[config.mk]
export PLATFORM = sky130hd
export DESIGN_NAME = lss_top
export DESIGN_NICKNAME = d
export VERILOG_FILES = /design/src/lss_pkg.sv /design/src/lss_src_mux.sv /design/src/lss_top.sv
export SDC_FILE = /design/constraint.sdc
export NUM_CORES = 1
export LEC_CHECK = 0
export BUFFER_PORTS_ARGS = -buffer_cell sky130_fd_sc_hd__buf_4
export CAP_MARGIN = 20
export CORE_MARGIN = 2
export CORE_UTILIZATION = 52
export DETAILED_ROUTE_END_ITERATION = 8
export GPL_TIMING_DRIVEN = 0
export PLACE_DENSITY = 0.75
export SKIP_CTS_REPAIR_TIMING = 1
export SYNTH_ARGS = -nofsm -noshare
export SYNTH_HDL_FRONTEND = slang
export SYNTH_HIERARCHICAL = 1
export SYNTH_SLANG_ARGS = --single-unit
[constraint.sdc]
create_clock -name clock -period 1.3 [get_ports clock]
set_input_delay 0.13 -clock clock [delete_from_list [all_inputs] [get_ports clock]]
set_output_delay 0.13 -clock clock [all_outputs]
set_load 0.005 [all_outputs]
[src/lss_pkg.sv]
// Register map, field layout and encodings for the latch source select block
package lss_pkg;
    localparam int unsigned ADDR_W = 8;
    localparam int unsigned DATA_W = 16;
    // Register offsets (word index on the plain register port)
    localparam logic [7:0] OFS_LATCH_1_4      = 8'h00;
    localparam logic [7:0] OFS_LATCH_5_8      = 8'h01;
    localparam logic [7:0] OFS_STATION_ADDR   = 8'h02;
    localparam logic [7:0] OFS_TX_BYTES       = 8'h03;
    localparam logic [7:0] OFS_HOME_SPD1_LO   = 8'h04;
    localparam logic [7:0] OFS_HOME_SPD1_HI   = 8'h05;
    localparam logic [7:0] OFS_HOME_SPD2_LO   = 8'h06;
    localparam logic [7:0] OFS_HOME_SPD2_HI   = 8'h07;
    localparam logic [7:0] OFS_HOME_SEL1      = 8'h08;
    localparam logic [7:0] OFS_HOME_SEL2      = 8'h09;
    localparam logic [7:0] OFS_STATUS         = 8'h0A;
    // Reset values
    localparam logic [15:0] RST_LATCH         = 16'h0000;
    localparam logic [15:0] RST_MONITOR       = 16'h0000;
    localparam logic [15:0] RST_HOME          = 16'h0000;
    // Field layout: one 4-bit digit per step, two code bits used
    localparam int unsigned DIGIT_W = 4;
    localparam int unsigned STEPS   = 8;
    // Status register bit positions
    localparam int unsigned STAT_DONE_BIT = 0;
    // Source codes of a digit
    typedef enum logic [1:0] {
        SRC_INDEX = 2'h0,
        SRC_EXT_A = 2'h1,
        SRC_EXT_B = 2'h2,
        SRC_EXT_C = 2'h3
    } lss_src_e;
endpackage

[src/lss_src_mux.sv]
// One latch step source multiplexer, registered output
`timescale 1ns/100ps
module lss_src_mux
(
    input  wire logic       clock,     // System clock
    input  wire logic       arst_n,    // Async reset, low
    input  wire logic [3:0] digit,     // Selection digit
    input  wire logic [3:0] trig_in,   // Synced triggers
    output logic            trig_out   // Chosen trigger
);
    // Codes above 3 are outside the range; only the low bits decode
    wire logic [1:0] code = digit[1:0];
    wire logic       sel  = trig_in[code];

    // Register the pick so the top output comes from a flop
    always_ff @(posedge clock or negedge arst_n)
    begin
        if (!arst_n)
            trig_out <= 1'b0;
        else
            trig_out <= sel;
    end

    AST_MUX_PICK: assert property (
        @(posedge clock) disable iff (!arst_n)
        1 |=> trig_out == $past(trig_in[digit[1:0]]))
        else $error("latch source mux picked wrong input");
endmodule

[src/lss_top.sv]
// Latch source select, homing speed gating and maintenance monitors
//
// The address map and strobed register access were decided locally.
`timescale 1ns/100ps
// Contract
// - Each step digit selects index pulse (0) or external latch a, b, c.
// - First word holds steps 1-4 low digit first, resets 0000, acts at once.
// - Second word holds steps 5-8 with the same four-value encoding.
// - Homing speed one is used only while its selector reads zero.
// - Homing speed two is used only while its selector reads zero.
// - Station address is reported read-only, in 40h-5Fh, zero by default; the code reports any 8-bit link value unclamped.
module lss_top
(
    input  wire logic        clock,          // System clock
    input  wire logic        arst_n,         // Async reset, low
    input  wire logic [7:0]  reg_addr,       // Register index
    input  wire logic [15:0] reg_wdata,      // Write data
    input  wire logic        reg_wr,         // Write strobe
    input  wire logic        reg_rd,         // Read strobe
    output logic      [15:0] reg_rdata,      // Read data, next cycle
    input  wire logic        index_pulse,    // Encoder index pin
    input  wire logic        external_latch_input_a, // Latch pin a
    input  wire logic        external_latch_input_b, // Latch pin b
    input  wire logic        external_latch_input_c, // Latch pin c
    input  wire logic        distribution_done_flag, // Motion stopped
    input  wire logic [7:0]  station_addr_in,  // From network link
    input  wire logic [7:0]  tx_bytes_in,      // From network link
    output logic      [7:0]  step_trigger,     // Per step trigger
    output logic      [31:0] homing_speed_one, // Gated speed one
    output logic      [31:0] homing_speed_two  // Gated speed two
);
    // Settings
    logic [15:0] latch_source_select_steps_1_4;
    logic [15:0] latch_source_select_steps_5_8;
    logic [15:0] station_address_monitor;
    logic [15:0] transmission_bytes_monitor;
    logic [31:0] homing_approach_speed_one;
    logic [31:0] homing_approach_speed_two;
    logic [15:0] homing_speed_one_selector;
    logic [15:0] homing_speed_two_selector;

    // Two-flop synchronisers for all pins
    logic [3:0]  trig_s1;
    logic [3:0]  trig_s2;
    logic [16:0] mon_s1;
    logic [16:0] mon_s2;
    wire  logic  done_sync = mon_s2[16];

    always_ff @(posedge clock or negedge arst_n)
    begin
        if (!arst_n)
        begin
            trig_s1 <= 4'h0;
            trig_s2 <= 4'h0;
            mon_s1  <= 17'h0_0000;
            mon_s2  <= 17'h0_0000;
        end
        else
        begin
            trig_s1 <= {external_latch_input_c, external_latch_input_b,
                        external_latch_input_a, index_pulse};
            trig_s2 <= trig_s1;
            mon_s1  <= {distribution_done_flag, tx_bytes_in,
                        station_addr_in};
            mon_s2  <= mon_s1;
        end
    end

    // Address decode
    wire logic hit_l14  = reg_addr == lss_pkg::OFS_LATCH_1_4;
    wire logic hit_l58  = reg_addr == lss_pkg::OFS_LATCH_5_8;
    wire logic hit_s1lo = reg_addr == lss_pkg::OFS_HOME_SPD1_LO;
    wire logic hit_s1hi = reg_addr == lss_pkg::OFS_HOME_SPD1_HI;
    wire logic hit_s2lo = reg_addr == lss_pkg::OFS_HOME_SPD2_LO;
    wire logic hit_s2hi = reg_addr == lss_pkg::OFS_HOME_SPD2_HI;
    wire logic hit_sel1 = reg_addr == lss_pkg::OFS_HOME_SEL1;
    wire logic hit_sel2 = reg_addr == lss_pkg::OFS_HOME_SEL2;

    // Writable settings; no range clamp, the host keeps values in range
    always_ff @(posedge clock or negedge arst_n)
    begin
        if (!arst_n)
        begin
            latch_source_select_steps_1_4 <= lss_pkg::RST_LATCH;
            latch_source_select_steps_5_8 <= lss_pkg::RST_LATCH;
            homing_approach_speed_one     <= {2{lss_pkg::RST_HOME}};
            homing_approach_speed_two     <= {2{lss_pkg::RST_HOME}};
            homing_speed_one_selector     <= lss_pkg::RST_HOME;
            homing_speed_two_selector     <= lss_pkg::RST_HOME;
        end
        else if (reg_wr)
        begin
            if (hit_l14)
                latch_source_select_steps_1_4 <= reg_wdata;
            else if (hit_l58)
                latch_source_select_steps_5_8 <= reg_wdata;
            else if (hit_s1lo)
                homing_approach_speed_one[15:0] <= reg_wdata;
            else if (hit_s1hi)
                homing_approach_speed_one[31:16] <= reg_wdata;
            else if (hit_s2lo)
                homing_approach_speed_two[15:0] <= reg_wdata;
            else if (hit_s2hi)
                homing_approach_speed_two[31:16] <= reg_wdata;
            else if (hit_sel1)
                homing_speed_one_selector <= reg_wdata;
            else if (hit_sel2)
                homing_speed_two_selector <= reg_wdata;
        end
    end

    // Monitors follow the link; zero until the link reports a value
    always_ff @(posedge clock or negedge arst_n)
    begin
        if (!arst_n)
        begin
            station_address_monitor    <= lss_pkg::RST_MONITOR;
            transmission_bytes_monitor <= lss_pkg::RST_MONITOR;
        end
        else
        begin
            station_address_monitor    <= {8'h00, mon_s2[7:0]};
            transmission_bytes_monitor <= {8'h00, mon_s2[15:8]};
        end
    end

    // Read mux; unmapped addresses read zero
    logic [15:0] next_rdata;
    always_comb
    begin
        next_rdata = 16'h0000;
        if (hit_l14)
            next_rdata = latch_source_select_steps_1_4;
        else if (hit_l58)
            next_rdata = latch_source_select_steps_5_8;
        else if (reg_addr == lss_pkg::OFS_STATION_ADDR)
            next_rdata = station_address_monitor;
        else if (reg_addr == lss_pkg::OFS_TX_BYTES)
            next_rdata = transmission_bytes_monitor;
        else if (hit_s1lo)
            next_rdata = homing_approach_speed_one[15:0];
        else if (hit_s1hi)
            next_rdata = homing_approach_speed_one[31:16];
        else if (hit_s2lo)
            next_rdata = homing_approach_speed_two[15:0];
        else if (hit_s2hi)
            next_rdata = homing_approach_speed_two[31:16];
        else if (hit_sel1)
            next_rdata = homing_speed_one_selector;
        else if (hit_sel2)
            next_rdata = homing_speed_two_selector;
        else if (reg_addr == lss_pkg::OFS_STATUS)
            next_rdata = 16'(done_sync) << lss_pkg::STAT_DONE_BIT;
    end

    // Read data live only in the cycle after the strobe
    always_ff @(posedge clock or negedge arst_n)
    begin
        if (!arst_n)
            reg_rdata <= 16'h0000;
        else if (reg_rd)
            reg_rdata <= next_rdata;
        else
            reg_rdata <= 16'h0000;
    end

    // Homing speeds pass only while their selector is zero
    wire logic sel1_zero = homing_speed_one_selector == 16'h0000;
    wire logic sel2_zero = homing_speed_two_selector == 16'h0000;
    always_ff @(posedge clock or negedge arst_n)
    begin
        if (!arst_n)
        begin
            homing_speed_one <= 32'h0000_0000;
            homing_speed_two <= 32'h0000_0000;
        end
        else
        begin
            homing_speed_one <= sel1_zero ? homing_approach_speed_one
                                          : 32'h0000_0000;
            homing_speed_two <= sel2_zero ? homing_approach_speed_two
                                          : 32'h0000_0000;
        end
    end

    // Eight step muxes; low word digits feed steps 1-4, high word 5-8
    wire logic [31:0] digits = {latch_source_select_steps_5_8,
                                latch_source_select_steps_1_4};
    genvar g;
    generate
        for (g = 0; g < lss_pkg::STEPS; g++)
        begin : g_step
            lss_src_mux u_mux
            (
                .clock    (clock),
                .arst_n   (arst_n),
                .digit    (digits[g*4 +: 4]),
                .trig_in  (trig_s2),
                .trig_out (step_trigger[g])
            );
        end
    endgenerate

    // Rule checks on the flops that carry each rule
    AST_L14_WRITE: assert property (
        @(posedge clock) disable iff (!arst_n)
        reg_wr && hit_l14 |=> latch_source_select_steps_1_4
            == $past(reg_wdata))
        else $error("first latch word not written");
    AST_STEP5: assert property (
        @(posedge clock) disable iff (!arst_n)
        1 |=> ##1 step_trigger[4] == $past(trig_s2[
            latch_source_select_steps_5_8[1:0]]))
        else $error("step five uses wrong source");
    AST_STEP1: assert property (
        @(posedge clock) disable iff (!arst_n)
        1 |=> ##1 step_trigger[0] == $past(trig_s2[
            latch_source_select_steps_1_4[1:0]]))
        else $error("step one uses wrong source");
    AST_SPD1_GATE: assert property (
        @(posedge clock) disable iff (!arst_n)
        !sel1_zero |=> homing_speed_one == 32'h0000_0000)
        else $error("speed one passed with nonzero selector");
    AST_SPD1_PASS: assert property (
        @(posedge clock) disable iff (!arst_n)
        sel1_zero |=> homing_speed_one == $past(homing_approach_speed_one))
        else $error("speed one not passed with zero selector");
    AST_SPD2_GATE: assert property (
        @(posedge clock) disable iff (!arst_n)
        !sel2_zero |=> homing_speed_two == 32'h0000_0000)
        else $error("speed two passed with nonzero selector");
    AST_SPD2_PASS: assert property (
        @(posedge clock) disable iff (!arst_n)
        sel2_zero |=> homing_speed_two == $past(homing_approach_speed_two))
        else $error("speed two not passed with zero selector");
    AST_STATION: assert property (
        @(posedge clock) disable iff (!arst_n)
        reg_rd && reg_addr == lss_pkg::OFS_STATION_ADDR
            |=> reg_rdata == $past(station_address_monitor))
        else $error("station monitor read wrong");
    AST_RD_IDLE: assert property (
        @(posedge clock) disable iff (!arst_n)
        !reg_rd |=> reg_rdata == 16'h0000)
        else $error("read data not zero outside read");
    AST_MON_RO: assert property (
        @(posedge clock) disable iff (!arst_n)
        reg_wr && reg_addr == lss_pkg::OFS_STATION_ADDR
            |=> station_address_monitor == {8'h00, $past(mon_s2[7:0])})
        else $error("station monitor took a write");
endmodule

# --- Yosys cells after proc, flatten, opt, wreduce, memory -nomap -nowiden ---
# Index checks and enable logic that the tools add are counted.
word_totals:
  regBits: 274
  input_bits: 49
  out_inout_bits: 88
op_classes:
  magnitude_cmp: 8
  eq_ne: 10
  muxes: 30
  bitwise: 7
  n_reduce_logical: 11
op_table:
  columns: ["op", "count"]
  rows:
  - ["$mux W16", 11]
  - ["$mux W32", 2]
  - ["$eq A8 B3 Y1 const B", 4]
  - ["$logic_not A16 Y1", 2]
  - ["$eq A8 B4 Y1 const B", 3]
  - ["$lt A2 B3 Y1 const B", 8]
  - ["$bmux W1 S2", 8]
  - ["$eq A8 B2 Y1 const B", 2]
  - ["$mux W1", 9]
  - ["$reduce_and A9 Y1", 1]
  - ["$eq A8 B1 Y1 const B", 1]
  - ["$logic_not A8 Y1", 1]
  - ["$reduce_and A8 Y1", 1]
  - ["$not A1 Y1", 7]
  - ["$reduce_and A7 Y1", 1]
  - ["$reduce_and A6 Y1", 1]
  - ["$reduce_and A5 Y1", 1]
  - ["$reduce_and A4 Y1", 1]
  - ["$reduce_and A3 Y1", 1]
  - ["$reduce_and A2 Y1", 1]

# --- Logic depth before layout (Yosys ltp) ---
# Gate-level depths: netlist (run 1).
depth:
  word_depth: 13
  depth_mapped: 8
  depth_no_buf: 4

# --- Modules after synthesis ---
# Netlist (run 1), hierarchy kept.
by_module_without_submodules:
  columns: ["module", "instances", "cells_per_inst", "area_per_inst_um2", "seq_area_each_um2"]
  rows:
  - ["lss_top", 1, 772, 10578.9, 6656.4]
  - ["lss_src_mux", 8, 2, 47.5, 25.0]

# --- Worst setup path after synthesis (run 1) ---
# OpenSTA, ideal clock, no wires.
synth_timing:
  kind: "input -> register"
  from: "input reg_addr[5]"
  to: "register latch_source_select_steps_5_8[10]"
  setup_ns: 0.127
  arrival_ns: 1.898
  required_time_ns: 1.173
  setup_slack_ns: -0.725
  stages: 7
  path_buffers: 3
  path_cell_list: "or4_4 -> buf_6 -> or3_1 -> buf_2 -> nor2_8 -> buf_6 -> mux2_1"
synth_between:
  elab_chain_len: 3
synth_lines:
  columns: ["item", "line_no", "text"]
  rows:
  - ["start, declared", "lss_top.sv:16", "input wire logic [7:0] reg_addr,"]
  - ["$logic_not A8 Y1", "lss_top.sv:70", "wire logic hit_l14 = reg_addr == lss_pkg::OFS_LATCH_1_4;"]
  - ["$not A1 Y1 (no source line)", null, null]
  - ["$reduce_and A3 Y1 (no source line) (*)", null, null]
  - ["end signal, assigned", "lss_top.sv:85", "latch_source_select_steps_5_8 <= lss_pkg::RST_LATCH;"]
  - ["end signal, assigned", "lss_top.sv:96", "latch_source_select_steps_5_8 <= reg_wdata;"]
  - ["end, declared", "lss_top.sv:34", "logic [15:0] latch_source_select_steps_5_8;"]
# Mark *: on every way between the ends. The rest lies on a longest branch, timed or not.
# A chain may end at the register's enable or synchronous reset.

# --- Worst setup path in the final report (run 1) ---
layout_timing:
  from: "input reg_addr[5]"
  to: "register latch_source_select_steps_5_8[8]"
# Same word-level chain as after synthesis.

==> metrics.cfg, run 1 <==
[global_routing]
grt_pass1_vias=7097
grt_antenna_before_repair=0
grt_pass1_wl_um=41500
grt.total_usage=0.247
grt_start_max_net_pins=132
globalRouteOverflowTotal=0

[place]
io_buffer_count=135
hpwl_um=19200
gp_congestion=0.920

[detailed_routing]
routed_wl_um=30600
ant_nets=0
dr.pass1.iters=5
dr_total_vias=7665
drt_iter0_drc=484
drc_errors=0
vias_per_cell=5.71
wl_per_cell_um=22.8

[logic_synthesis]
synth_nets=837
synth.area.top_cells=dfrtp_1, mux2_2, and2_1
synthCells=788
synth_area_um2=11000
synth_cell_type_count=48
synth_top_cell_area_share=0.626
synthFlopType=dfrtp_1
seq_area_frac_synth=0.626
synth_warnings=6
avgSynthCellArea_um2=13.9
synth-seq-cells=274
synth_area_leader_cell=dfrtp_1
synth_edf_count=0
async_reset_ff_frac=1.00

[job]
max-cap-violations=0

[outcome]
run_status=finished, violations left
violations=negative setup slack

[sta]
fin_crit_ns=1.71
rsz0062_at_grt=yes
hold_viol_final=0
finalSetupTns_ns=-48.10
tightest_slew_ns=0.942
drv_slew=0
finClkSkew_ns=0.0184
post-route-period-util=1.32
relSlewSlack=0.372
finalSetupViolCount=190
fin_ws_ns=-0.412
fmax_mhz=584

[clock_tree]
cts_tree=yes
cts_buffer_depth=3
clk_latency_ns=0.54
h-tree-depth=1
cts.sinks=274
clkTransAtPathRegs_ns=0.06
cts_root_buf=clkbuf_16
cts_buffers=26

[worst_setup_path]
criticalPathCategory=input pin to flip-flop
path_cells=buf_6 -> or4_4 -> buf_12 -> or3_4 -> buf_6 -> nor2_8 -> buf_12 -> mux2_1
cp_max_fo=10
slowest_stage=or4_4
critPathTopFamily=simple AND/OR/NAND/NOR gates
critPathRequiredTime_ns=1.71
worstReg2RegStart=homing_speed_two_selector[11]
start_kind=input pin
r2r_setup_slack_ns=-0.31
crit_buf_inv=4
end_kind=flip-flop
r2r-end=homing_speed_two[25]
rr_worst_depth=5
slowest_delay_ns=0.60
worstPathArrival_ns=2.12

[floorplanning]
ioPinCount=137
die_w_um=149
initial_core_util=0.526
core_um2=20800
row_count=53
fp.dieH_um=149
die_area_um2=22300

[min_path]
holdCritStartpoint=reg_rd
hold_depth=3
hold-path-endpoint=reg_rdata[3]
hold_class=input pin to flip-flop

[finish]
layout.nets=1102
syn_to_final_growth_pct=39.5
num_antenna_cells=0
layout-drive-gt1-share=0.470
num-fill-cells=1331

[power]
p_per_area_nw_per_um2=1230
total_power_uw=18800
irDropWorstVdd_mv=1.03
power_leakage_uw=0.00727

-- final cells by class --
type	instances	area (µm²)	share of cell area
inverters	11	41.3	0.00270
well taps	275	344	0.0225
clock buffers	39	761	0.0498
flip-flops and latches	274	6860	0.449
plain buffers	55	509	0.0333
repair buffers	239	2180	0.143
multi-input cells	446	4580	0.299
clock inverters	3	15.0	0.000982
-- synthesized netlist by cell type (all sizes together) (7+ instances only) --
library cell  number
o21ai              8
a211oi             7
o31ai             15
mux4               8
a21oi             17
o32ai              7
and2              65
a32oi             14
o2111ai           13
o2bb2ai            8
clkbuf            36
mux2i             27
nor2              14
nor2b             23
nand3             17
nor4               9
mux2             130
inv               11
o221ai             8
dfrtp            274
nand2              9
buf               21
-- worst register-to-register path, delay by kind of cell, from the launching register on --
family        cells  cell delay, ns
buf+inv           2            0.24
simple gates      3            0.90
flops             1            0.40
-- per-stage QoR --
step | setup slack (ns) | util | hold WS, ns | instance area, µm² | instances
final | -0.412 | 0.734 | 0.0155 | 15300 | 1342
after global routing | -0.418 | 0.734 | 0.0127 | 15300 | 1342
after CTS | -0.809 | 0.635 | -0.550 | 13200 | 1242
after detailed placement | -1.23 | 0.598 | 0.00779 | 12400 | 1200
after global placement | -2.04 | 0.595 | 0.239 | 12400 | 1198
after floorplan | -0.680 | - | -0.166 | 11000 | 788
-- state kept, by name, summed over array words and instances (netlist names) --
| signal | cells |
|---|---|
| homing_speed_one | 32 |
| transmission_bytes_monitor | 8 |
| homing_approach_speed_two | 32 |
| latch_source_select_steps_1_4 | 16 |
| mon_s2 | 17 |
| g_step.u_mux/trig_out | 8 |
| homing_speed_one_selector | 16 |
| latch_source_select_steps_5_8 | 16 |
| mon_s1 | 17 |
| trig_s1 | 4 |
| homing_speed_two | 32 |
| homing_approach_speed_one | 32 |
| homing_speed_two_selector | 16 |
| reg_rdata | 16 |
| trig_s2 | 4 |
| station_address_monitor | 8 |
-- cells in the final DEF, fill, tap and decap left out, types with 5 or more instances in the layout --
| cell | synthesis | routed |
|---|---|---|
| a211oi_2 | 0 | 7 |
| a21oi_1 | 17 | 16 |
| a32oi_1 | 14 | 8 |
| a32oi_2 | 0 | 6 |
| and2_1 | 65 | 36 |
| and2_4 | 0 | 29 |
| buf_12 | 0 | 10 |
| buf_2 | 10 | 5 |
| buf_4 | 5 | 162 |
| buf_6 | 2 | 37 |
| buf_8 | 0 | 7 |
| clkbuf_1 | 36 | 15 |
| clkbuf_16 | 0 | 33 |
| clkbuf_2 | 0 | 16 |
| clkbuf_8 | 0 | 5 |
| dfrtp_1 | 274 | 273 |
| dlygate4sd3_1 | 0 | 39 |
| inv_1 | 11 | 11 |
| mux2_1 | 10 | 10 |
| mux2_2 | 120 | 57 |
| mux2_4 | 0 | 63 |
| mux2i_1 | 27 | 25 |
| mux4_2 | 8 | 8 |
| nand2_1 | 9 | 8 |
| nand3_1 | 17 | 16 |
| nor2_1 | 12 | 10 |
| nor2b_1 | 23 | 22 |
| o2111ai_1 | 13 | 13 |
| o211ai_1 | 6 | 6 |
| o21ai_0 | 8 | 7 |
| o22a_1 | 6 | 6 |
| o22ai_1 | 6 | 6 |
| o2bb2ai_1 | 8 | 8 |
| o31ai_1 | 15 | 5 |
| o31ai_2 | 0 | 7 |
| o32ai_2 | 0 | 5 |
-- cell families (layout without fill, tap and decap cells) --
family / count (synthesis) / after routing / share of synthesized area
buffers and inverters: 68 / 347 / 0.0275
multiplexers: 165 / 165 / 0.175
AND/OR/NAND/NOR: 160 / 160 / 0.0888
AO/OA/AOI/OAI: 121 / 121 / 0.0833
flip-flops: 274 / 274 / 0.626
-- power breakdown --
part	total, µW	leakage [µW]	internal (µW)	switching [µW]
combinational	2620	0.00325	1300	1320
clock	7010	0.000383	3990	3020
sequential	9190	0.00364	8930	264
total	18800	0.00727	14200	4610
-- per-layer routing --
layer  up-vias  wire length (µm)  global-route usage
met4         0               758              0.0781
li1       3387                 -                   -
met2       283             15400               0.403
met1      3942             12600               0.341
met5         -                 0                   0
met3        53              1800              0.0443
-- how the worst max path moves through the flow --
stage	from	end	slack, ns	cells past startpoint
6_report	reg_addr[5]	latch_source_select_steps_5_8[8]	-0.41	8
4_1_cts	homing_speed_one_selector[9]	homing_speed_one[20]	-0.81	4
2_1_floorplan	reg_addr[5]	latch_source_select_steps_5_8[10]	-0.68	7
3_5_place_dp	reg_addr[1]	homing_speed_two_selector[10]	-1.23	7
5_1_grt	reg_addr[5]	latch_source_select_steps_5_8[8]	-0.42	8
3_3_place_gp	arst_n	mon_s1[10]	-2.04	1
(Power assumes the default switching activity.)
==> run 2, diff against run 1 <==
--- a/config.mk
+++ b/config.mk
@@ -8,10 +8,11 @@
 export BUFFER_PORTS_ARGS = -buffer_cell sky130_fd_sc_hd__buf_4
 export CAP_MARGIN = 20
 export CORE_MARGIN = 2
-export CORE_UTILIZATION = 52
+export CORE_UTILIZATION = 54
+export CTS_BUF_LIST = sky130_fd_sc_hd__clkbuf_8
 export DETAILED_ROUTE_END_ITERATION = 8
 export GPL_TIMING_DRIVEN = 0
-export PLACE_DENSITY = 0.75
+export PLACE_DENSITY = 0.77
 export SKIP_CTS_REPAIR_TIMING = 1
 export SYNTH_ARGS = -nofsm -noshare
 export SYNTH_HDL_FRONTEND = slang
==> run 2 against run 1 <==
Compared with the run above:
- the flow finishes with violations (negative hold slack, negative setup slack)
- count of clock-buffer cells in the layout rose by 21
- utilization rose by 2.5 points
- first-iteration DRC count rose by 3.9%
- combinational power rose by 6%
- critical path depth did not move
- global-route usage rose by 0.77 points
- routed wire length rose by 0.58%
- maximum frequency fell by 0.97%
- via count rose by 1.3%
- sequential power barely moved
- register-to-register slack got worse by 0.03 ns
- highest routed layer unchanged
==> metrics.cfg, run 2 (same netlist as run 1, synthesis figures left out) <==
[finish]
multi_input_area_um2=4490  ; -1.8%
final_util=0.759  ; +0.0252
num-fill-cells=1215  ; -8.7%
num_antenna_cells=0  ; unchanged
final_cell_mix=dfrtp_1, buf_4, mux2_4, clkbuf_8, mux2_2
mostFrequentLayoutCell=dfrtp_1
syn_to_final_growth_pct=39.3
layout-drive-gt1-share=0.481  ; +0.0107
regArea_um2=6860  ; unchanged
layout.nets=1108  ; +0.54%

[detailed_routing]
routed_wl_um=30800  ; +0.58%
drc_errors=0  ; unchanged
dr_total_vias=7768  ; +1.3%
ant_nets=0  ; unchanged
drt_iter0_drc=503  ; +3.9%
wl_per_cell_um=22.6  ; -0.82%
vias_per_cell=5.71  ; about the same
dr.pass1.iters=5  ; unchanged

[global_routing]
grt_start_max_net_pins=106  ; -20%
grt_pass1_vias=7279  ; +2.6%
grt_pass1_wl_um=41500  ; about the same
grt_antenna_before_repair=0  ; unchanged
grt.total_usage=0.255  ; +0.00770
globalRouteOverflowTotal=0  ; unchanged

[sta]
tightest_slew_ns=0.924  ; -0.0181 ns
hold_viol_final=103  ; +103
finalSetupTns_ns=-44.32  ; +3.78 ns
fin_ws_ns=-0.429  ; -0.0167 ns
rsz0062_at_grt=yes
fmax_mhz=578  ; -0.97%
drv_slew=0  ; unchanged
fin_hold_ws_ns=-0.362  ; -0.377 ns
fin_crit_ns=1.73  ; +0.0167 ns
finalSetupViolCount=169  ; -11%
finClkSkew_ns=0.0306  ; +0.0122 ns
post-route-period-util=1.33  ; +0.0129
relSlewSlack=0.384  ; +0.0121

[floorplanning]
fp.dieH_um=146  ; -1.8%
ioPinCount=137  ; unchanged
core_um2=20100  ; -3.4%
die_area_um2=21500  ; -3.6%
die_w_um=146  ; -1.8%
initial_core_util=0.545  ; +0.0188
row_count=52  ; -1.9%

[min_path]
hold_class=input pin to async pin

[power]
p_per_area_nw_per_um2=1290  ; +5.1%
irDropWorstVdd_mv=0.889  ; -14%
power_leakage_uw=0.00732  ; +0.71%

[clock_tree]
clk_latency_ns=0.56  ; +0.02 ns
cts_buffer_depth=3  ; unchanged
cts_tree=yes
clkTransAtPathRegs_ns=0.07  ; about the same
cts.sinks=274  ; unchanged
cts_buffers=42  ; +62%
h-tree-depth=2  ; +1
cts_root_buf=clkbuf_8

[worst_setup_path]
worstPathArrival_ns=2.16  ; +0.04 ns
critPathRequiredTime_ns=1.73  ; +0.02 ns
cp_max_fo=8  ; -2
worstReg2RegStart=homing_speed_two_selector[14]
end_kind=flip-flop
criticalPathCategory=input pin to flip-flop
r2r-end=homing_speed_two[14]
start_kind=input pin
setup.worst_path.start=reg_addr[6]
rr_worst_depth=5  ; unchanged
r2r_setup_slack_ns=-0.34  ; -0.03 ns
cp-endpoint=latch_source_select_steps_5_8[11]

[outcome]
run_status=finished, violations left
violations=negative hold slack, negative setup slack

[place]
gp_congestion=0.952  ; +3.5%
hpwl_um=19000  ; -1.2%
io_buffer_count=135  ; unchanged

[job]
max-cap-violations=0  ; unchanged

-- run 2: changes by cell type in the layout (fill, tap and decap cells not counted), sizes merged --
| cell | delta |
|---|---|
| clkinvlp | +2 |
| dlygate4sd3 | -1 |
| buf | -14 |
| clkbuf | +26 |
| inv | +7 |
| clkinv | +2 |
| bufinv | +2 |
-- run 2: layout make-up --
cell class / instances / share of cell area
clock buffers: 60 / 0.0541
multi-input cells: 446 / 0.294
repair buffers: 229 / 0.138
inverters: 11 / 0.00270
clock inverters: 16 / 0.00828
well taps: 270 / 0.0221
plain buffers: 55 / 0.0316
flip-flops and latches: 274 / 0.449
-- run 2: worst max-delay path, cell delays in order --
cell       delay [ns]
buf_8            0.10
or4_4            0.55
buf_12           0.16
or3_4            0.36
buf_8            0.16
nor2_8           0.19
clkbuf_16        0.19
mux2_4           0.30
-- run 2: report_power, final --
group | leakage, µW | switching, µW | internal [µW] | total (µW)
clock | 0.000517 | 3300 | 4490 | 7790
sequential | 0.00364 | 263 | 8930 | 9190
combinational | 0.00317 | 1350 | 1430 | 2770
total | 0.00732 | 4910 | 14800 | 19800
-- run 2: layer usage --
layer,up-vias,wire length [µm],GRT usage
li1,3406,-,-
met1,3938,12300,0.353
met2,350,15600,0.415
met3,74,1920,0.0463
met4,0,981,0.0796
met5,-,0,0
-- run 2: worst min path at each step --
stage                         from                        to  slack (ns)  cells past startpoint
detailed placement          arst_n      homing_speed_two[25]        0.23                      1
CTS                         arst_n      homing_speed_two[21]       -0.35                      1
global placement    tx_bytes_in[4]                mon_s1[12]        0.24                      1
floorplan                   arst_n  g_step[0].u_mux/trig_out       -0.17                      0
global route                arst_n      homing_speed_two[21]       -0.32                      1
finish                      arst_n      homing_speed_two[21]       -0.36                      1
-- run 2: metrics by stage --
stage	cell area [µm²]	hold slack, ns	total power, µW	instances	setup slack [ns]
after floorplan	11000	-0.166	10100	788	-0.680
after global placement	12400	0.239	11000	1193	-2.01
after detailed placement	12400	0.226	11000	1195	-1.23
after CTS	13400	-0.353	18800	1271	-0.737
after global routing	15300	-0.323	20500	1361	-0.417
final	15300	-0.362	19800	1361	-0.429
==> run 3, diff against run 2 <==
--- a/config.mk
+++ b/config.mk
@@ -8,11 +8,11 @@
 export BUFFER_PORTS_ARGS = -buffer_cell sky130_fd_sc_hd__buf_4
 export CAP_MARGIN = 20
 export CORE_MARGIN = 2
-export CORE_UTILIZATION = 54
+export CORE_UTILIZATION = 45
 export CTS_BUF_LIST = sky130_fd_sc_hd__clkbuf_8
 export DETAILED_ROUTE_END_ITERATION = 8
 export GPL_TIMING_DRIVEN = 0
-export PLACE_DENSITY = 0.77
+export PLACE_DENSITY = 0.66
 export SKIP_CTS_REPAIR_TIMING = 1
 export SYNTH_ARGS = -nofsm -noshare
 export SYNTH_HDL_FRONTEND = slang
==> run 3 against run 2 <==
Compared with the run above:
- the run still ends with negative hold slack, negative setup slack left
- largest power group unchanged
- utilization shrank 11 points
- global-route usage down 3.7 points
- clock skew decreased by 0.011 ns
- first-iteration DRC count up 5.2%
- final cell count is 4.3% higher
- routed wire length about the same
- sequential power hardly changed
- worst setup slack improved by 0.060 ns
==> metrics.cfg, run 3 (same netlist as run 1, synthesis figures left out) <==
[sta]
hold_viol_final=155  ; +50%
drv_slew=0  ; unchanged
relSlewSlack=0.361  ; -0.0232
tightest_slew_ns=0.959  ; +0.0348 ns
finalSetupTns_ns=-46.87  ; -2.55 ns
rsz0062_at_grt=yes
fmax_mhz=599  ; +3.6%
finalSetupViolCount=192  ; +14%
fin_hold_ws_ns=-0.529  ; -0.167 ns
finClkSkew_ns=0.0198  ; -0.0108 ns
post-route-period-util=1.28  ; -0.0463
fin_crit_ns=1.67  ; -0.0601 ns
fin_ws_ns=-0.369  ; +0.0601 ns

[finish]
syn_to_final_growth_pct=42.1
layout-drive-gt1-share=0.494  ; +0.0129
layout.nets=1111  ; +0.27%
final_util=0.646  ; -0.113
mostFrequentLayoutCell=dfrtp_1
final_cell_mix=dfrtp_1, buf_4, mux2_2, mux2_4, clkbuf_8
num-fill-cells=1794  ; +48%
num_antenna_cells=0  ; unchanged
final_area_um2=15600  ; +2.0%

[power]
total_power_uw=20100  ; +1.7%
irDropWorstVdd_mv=0.932  ; +4.9%
power_leakage_uw=0.00737  ; +0.61%
p_per_area_nw_per_um2=1290  ; -0.25%

[outcome]
violations=negative hold slack, negative setup slack
run_status=finished, violations left

[worst_setup_path]
worstPathArrival_ns=2.06  ; -0.10 ns
end_kind=flip-flop
start_kind=input pin
criticalPathCategory=input pin to flip-flop
critPathRequiredTime_ns=1.69  ; -0.04 ns
cp_max_fo=6  ; -2

[place]
pre_cts_ws_ns=-1.24  ; -0.0167 ns
gp_congestion=0.912  ; -4.1%
io_buffer_count=135  ; unchanged
place_area_um2=12500  ; +0.54%
hpwl_um=19100  ; +0.72%

[detailed_routing]
ant_nets=0  ; unchanged
drt_iter0_drc=529  ; +5.2%
dr_total_vias=7724  ; -0.57%
vias_per_cell=5.44  ; -4.6%
routed_wl_um=30800  ; about the same
wl_per_cell_um=21.7  ; -4.0%
dr.pass1.iters=5  ; unchanged
drc_errors=0  ; unchanged

[clock_tree]
h-tree-depth=2  ; unchanged
cts_tree=yes
cts_root_buf=clkbuf_8
clkTransAtPathRegs_ns=0.06  ; about the same
cts.sinks=274  ; unchanged
cts_buffers=44  ; +4.8%
cts_buffer_depth=3  ; unchanged
clk_latency_ns=0.56  ; about the same

[global_routing]
globalRouteOverflowTotal=0  ; unchanged
grt_start_max_net_pins=120  ; +13%
grt.total_usage=0.218  ; -0.0366
grt_pass1_wl_um=42800  ; +3.3%
grt_antenna_before_repair=0  ; unchanged
grt_pass1_vias=7342  ; +0.87%

[floorplanning]
die_w_um=160  ; +9.3%
die_area_um2=25600  ; +19%
fp.dieH_um=160  ; +9.3%
ioPinCount=137  ; unchanged
row_count=57  ; +9.6%
core_um2=24100  ; +20%
initial_core_util=0.455  ; -0.0905

[min_path]
hold_class=input pin to async pin

[job]
max-cap-violations=0  ; unchanged

==> run 3: cell type report <==
type	instances	area [µm²]	area share
multi-input combinational	446	4600	0.295
buffer	55	523	0.0336
sequential	274	6860	0.440
timing repair buffer	230	2170	0.140
inverter	11	45.0	0.00289
clock inverter	25	221	0.0142
tap	324	405	0.0260
clock buffer	54	743	0.0477
==> run 3: worst paths after layout <==
check / from / end / slack, ns / cells past startpoint
worst max-delay path: reg_addr[6] / reg_rdata[5] / -0.37 / 9
worst min-delay path: arst_n / homing_speed_two[3] / -0.53 / 1
worst max register to register: homing_speed_one_selector[1] / homing_speed_one[6] / -0.33 / 5
worst min register to register: mon_s2[15] / transmission_bytes_monitor[7] / 0.34 / 0
max in group asynchronous: arst_n / reg_rdata[4] / 0.43 / 3
min in group clock: reg_rd / reg_rdata[2] / 0.05 / 3
==> run 3: metal layers <==
metal	global-route usage	up-vias	wire, µm
met4	0.0799	0	1340
met5	0	-	0
met3	0.0356	88	1940
met1	0.304	3894	12700
met2	0.348	318	14900
li1	-	3424	-
==> run 3: per-stage QoR <==
step | std cells | hold WS, ns
after floorplan | 788 | -0.166
after global placement | 1247 | 0.239
after detailed placement | 1249 | 0.0597
after CTS | 1328 | -0.519
after global routing | 1419 | -0.496
final | 1419 | -0.529
==> run 3: report_power, final <==
group | leakage (µW) | internal, µW | total [µW] | switching [µW]
clock | 0.000529 | 4580 | 8000 | 3420
combinational | 0.00320 | 1520 | 2910 | 1390
sequential | 0.00364 | 8930 | 9190 | 259
total | 0.00737 | 15000 | 20100 | 5070
==> run 3: worst max-delay path, cell delays in order <==
cell,delay [ns]
buf_8,0.09
or4_4,0.57
buf_12,0.16
or3_4,0.37
buf_8,0.15
buf_8,0.13
buf_8,0.13
o221ai_2,0.19
o32ai_2,0.13
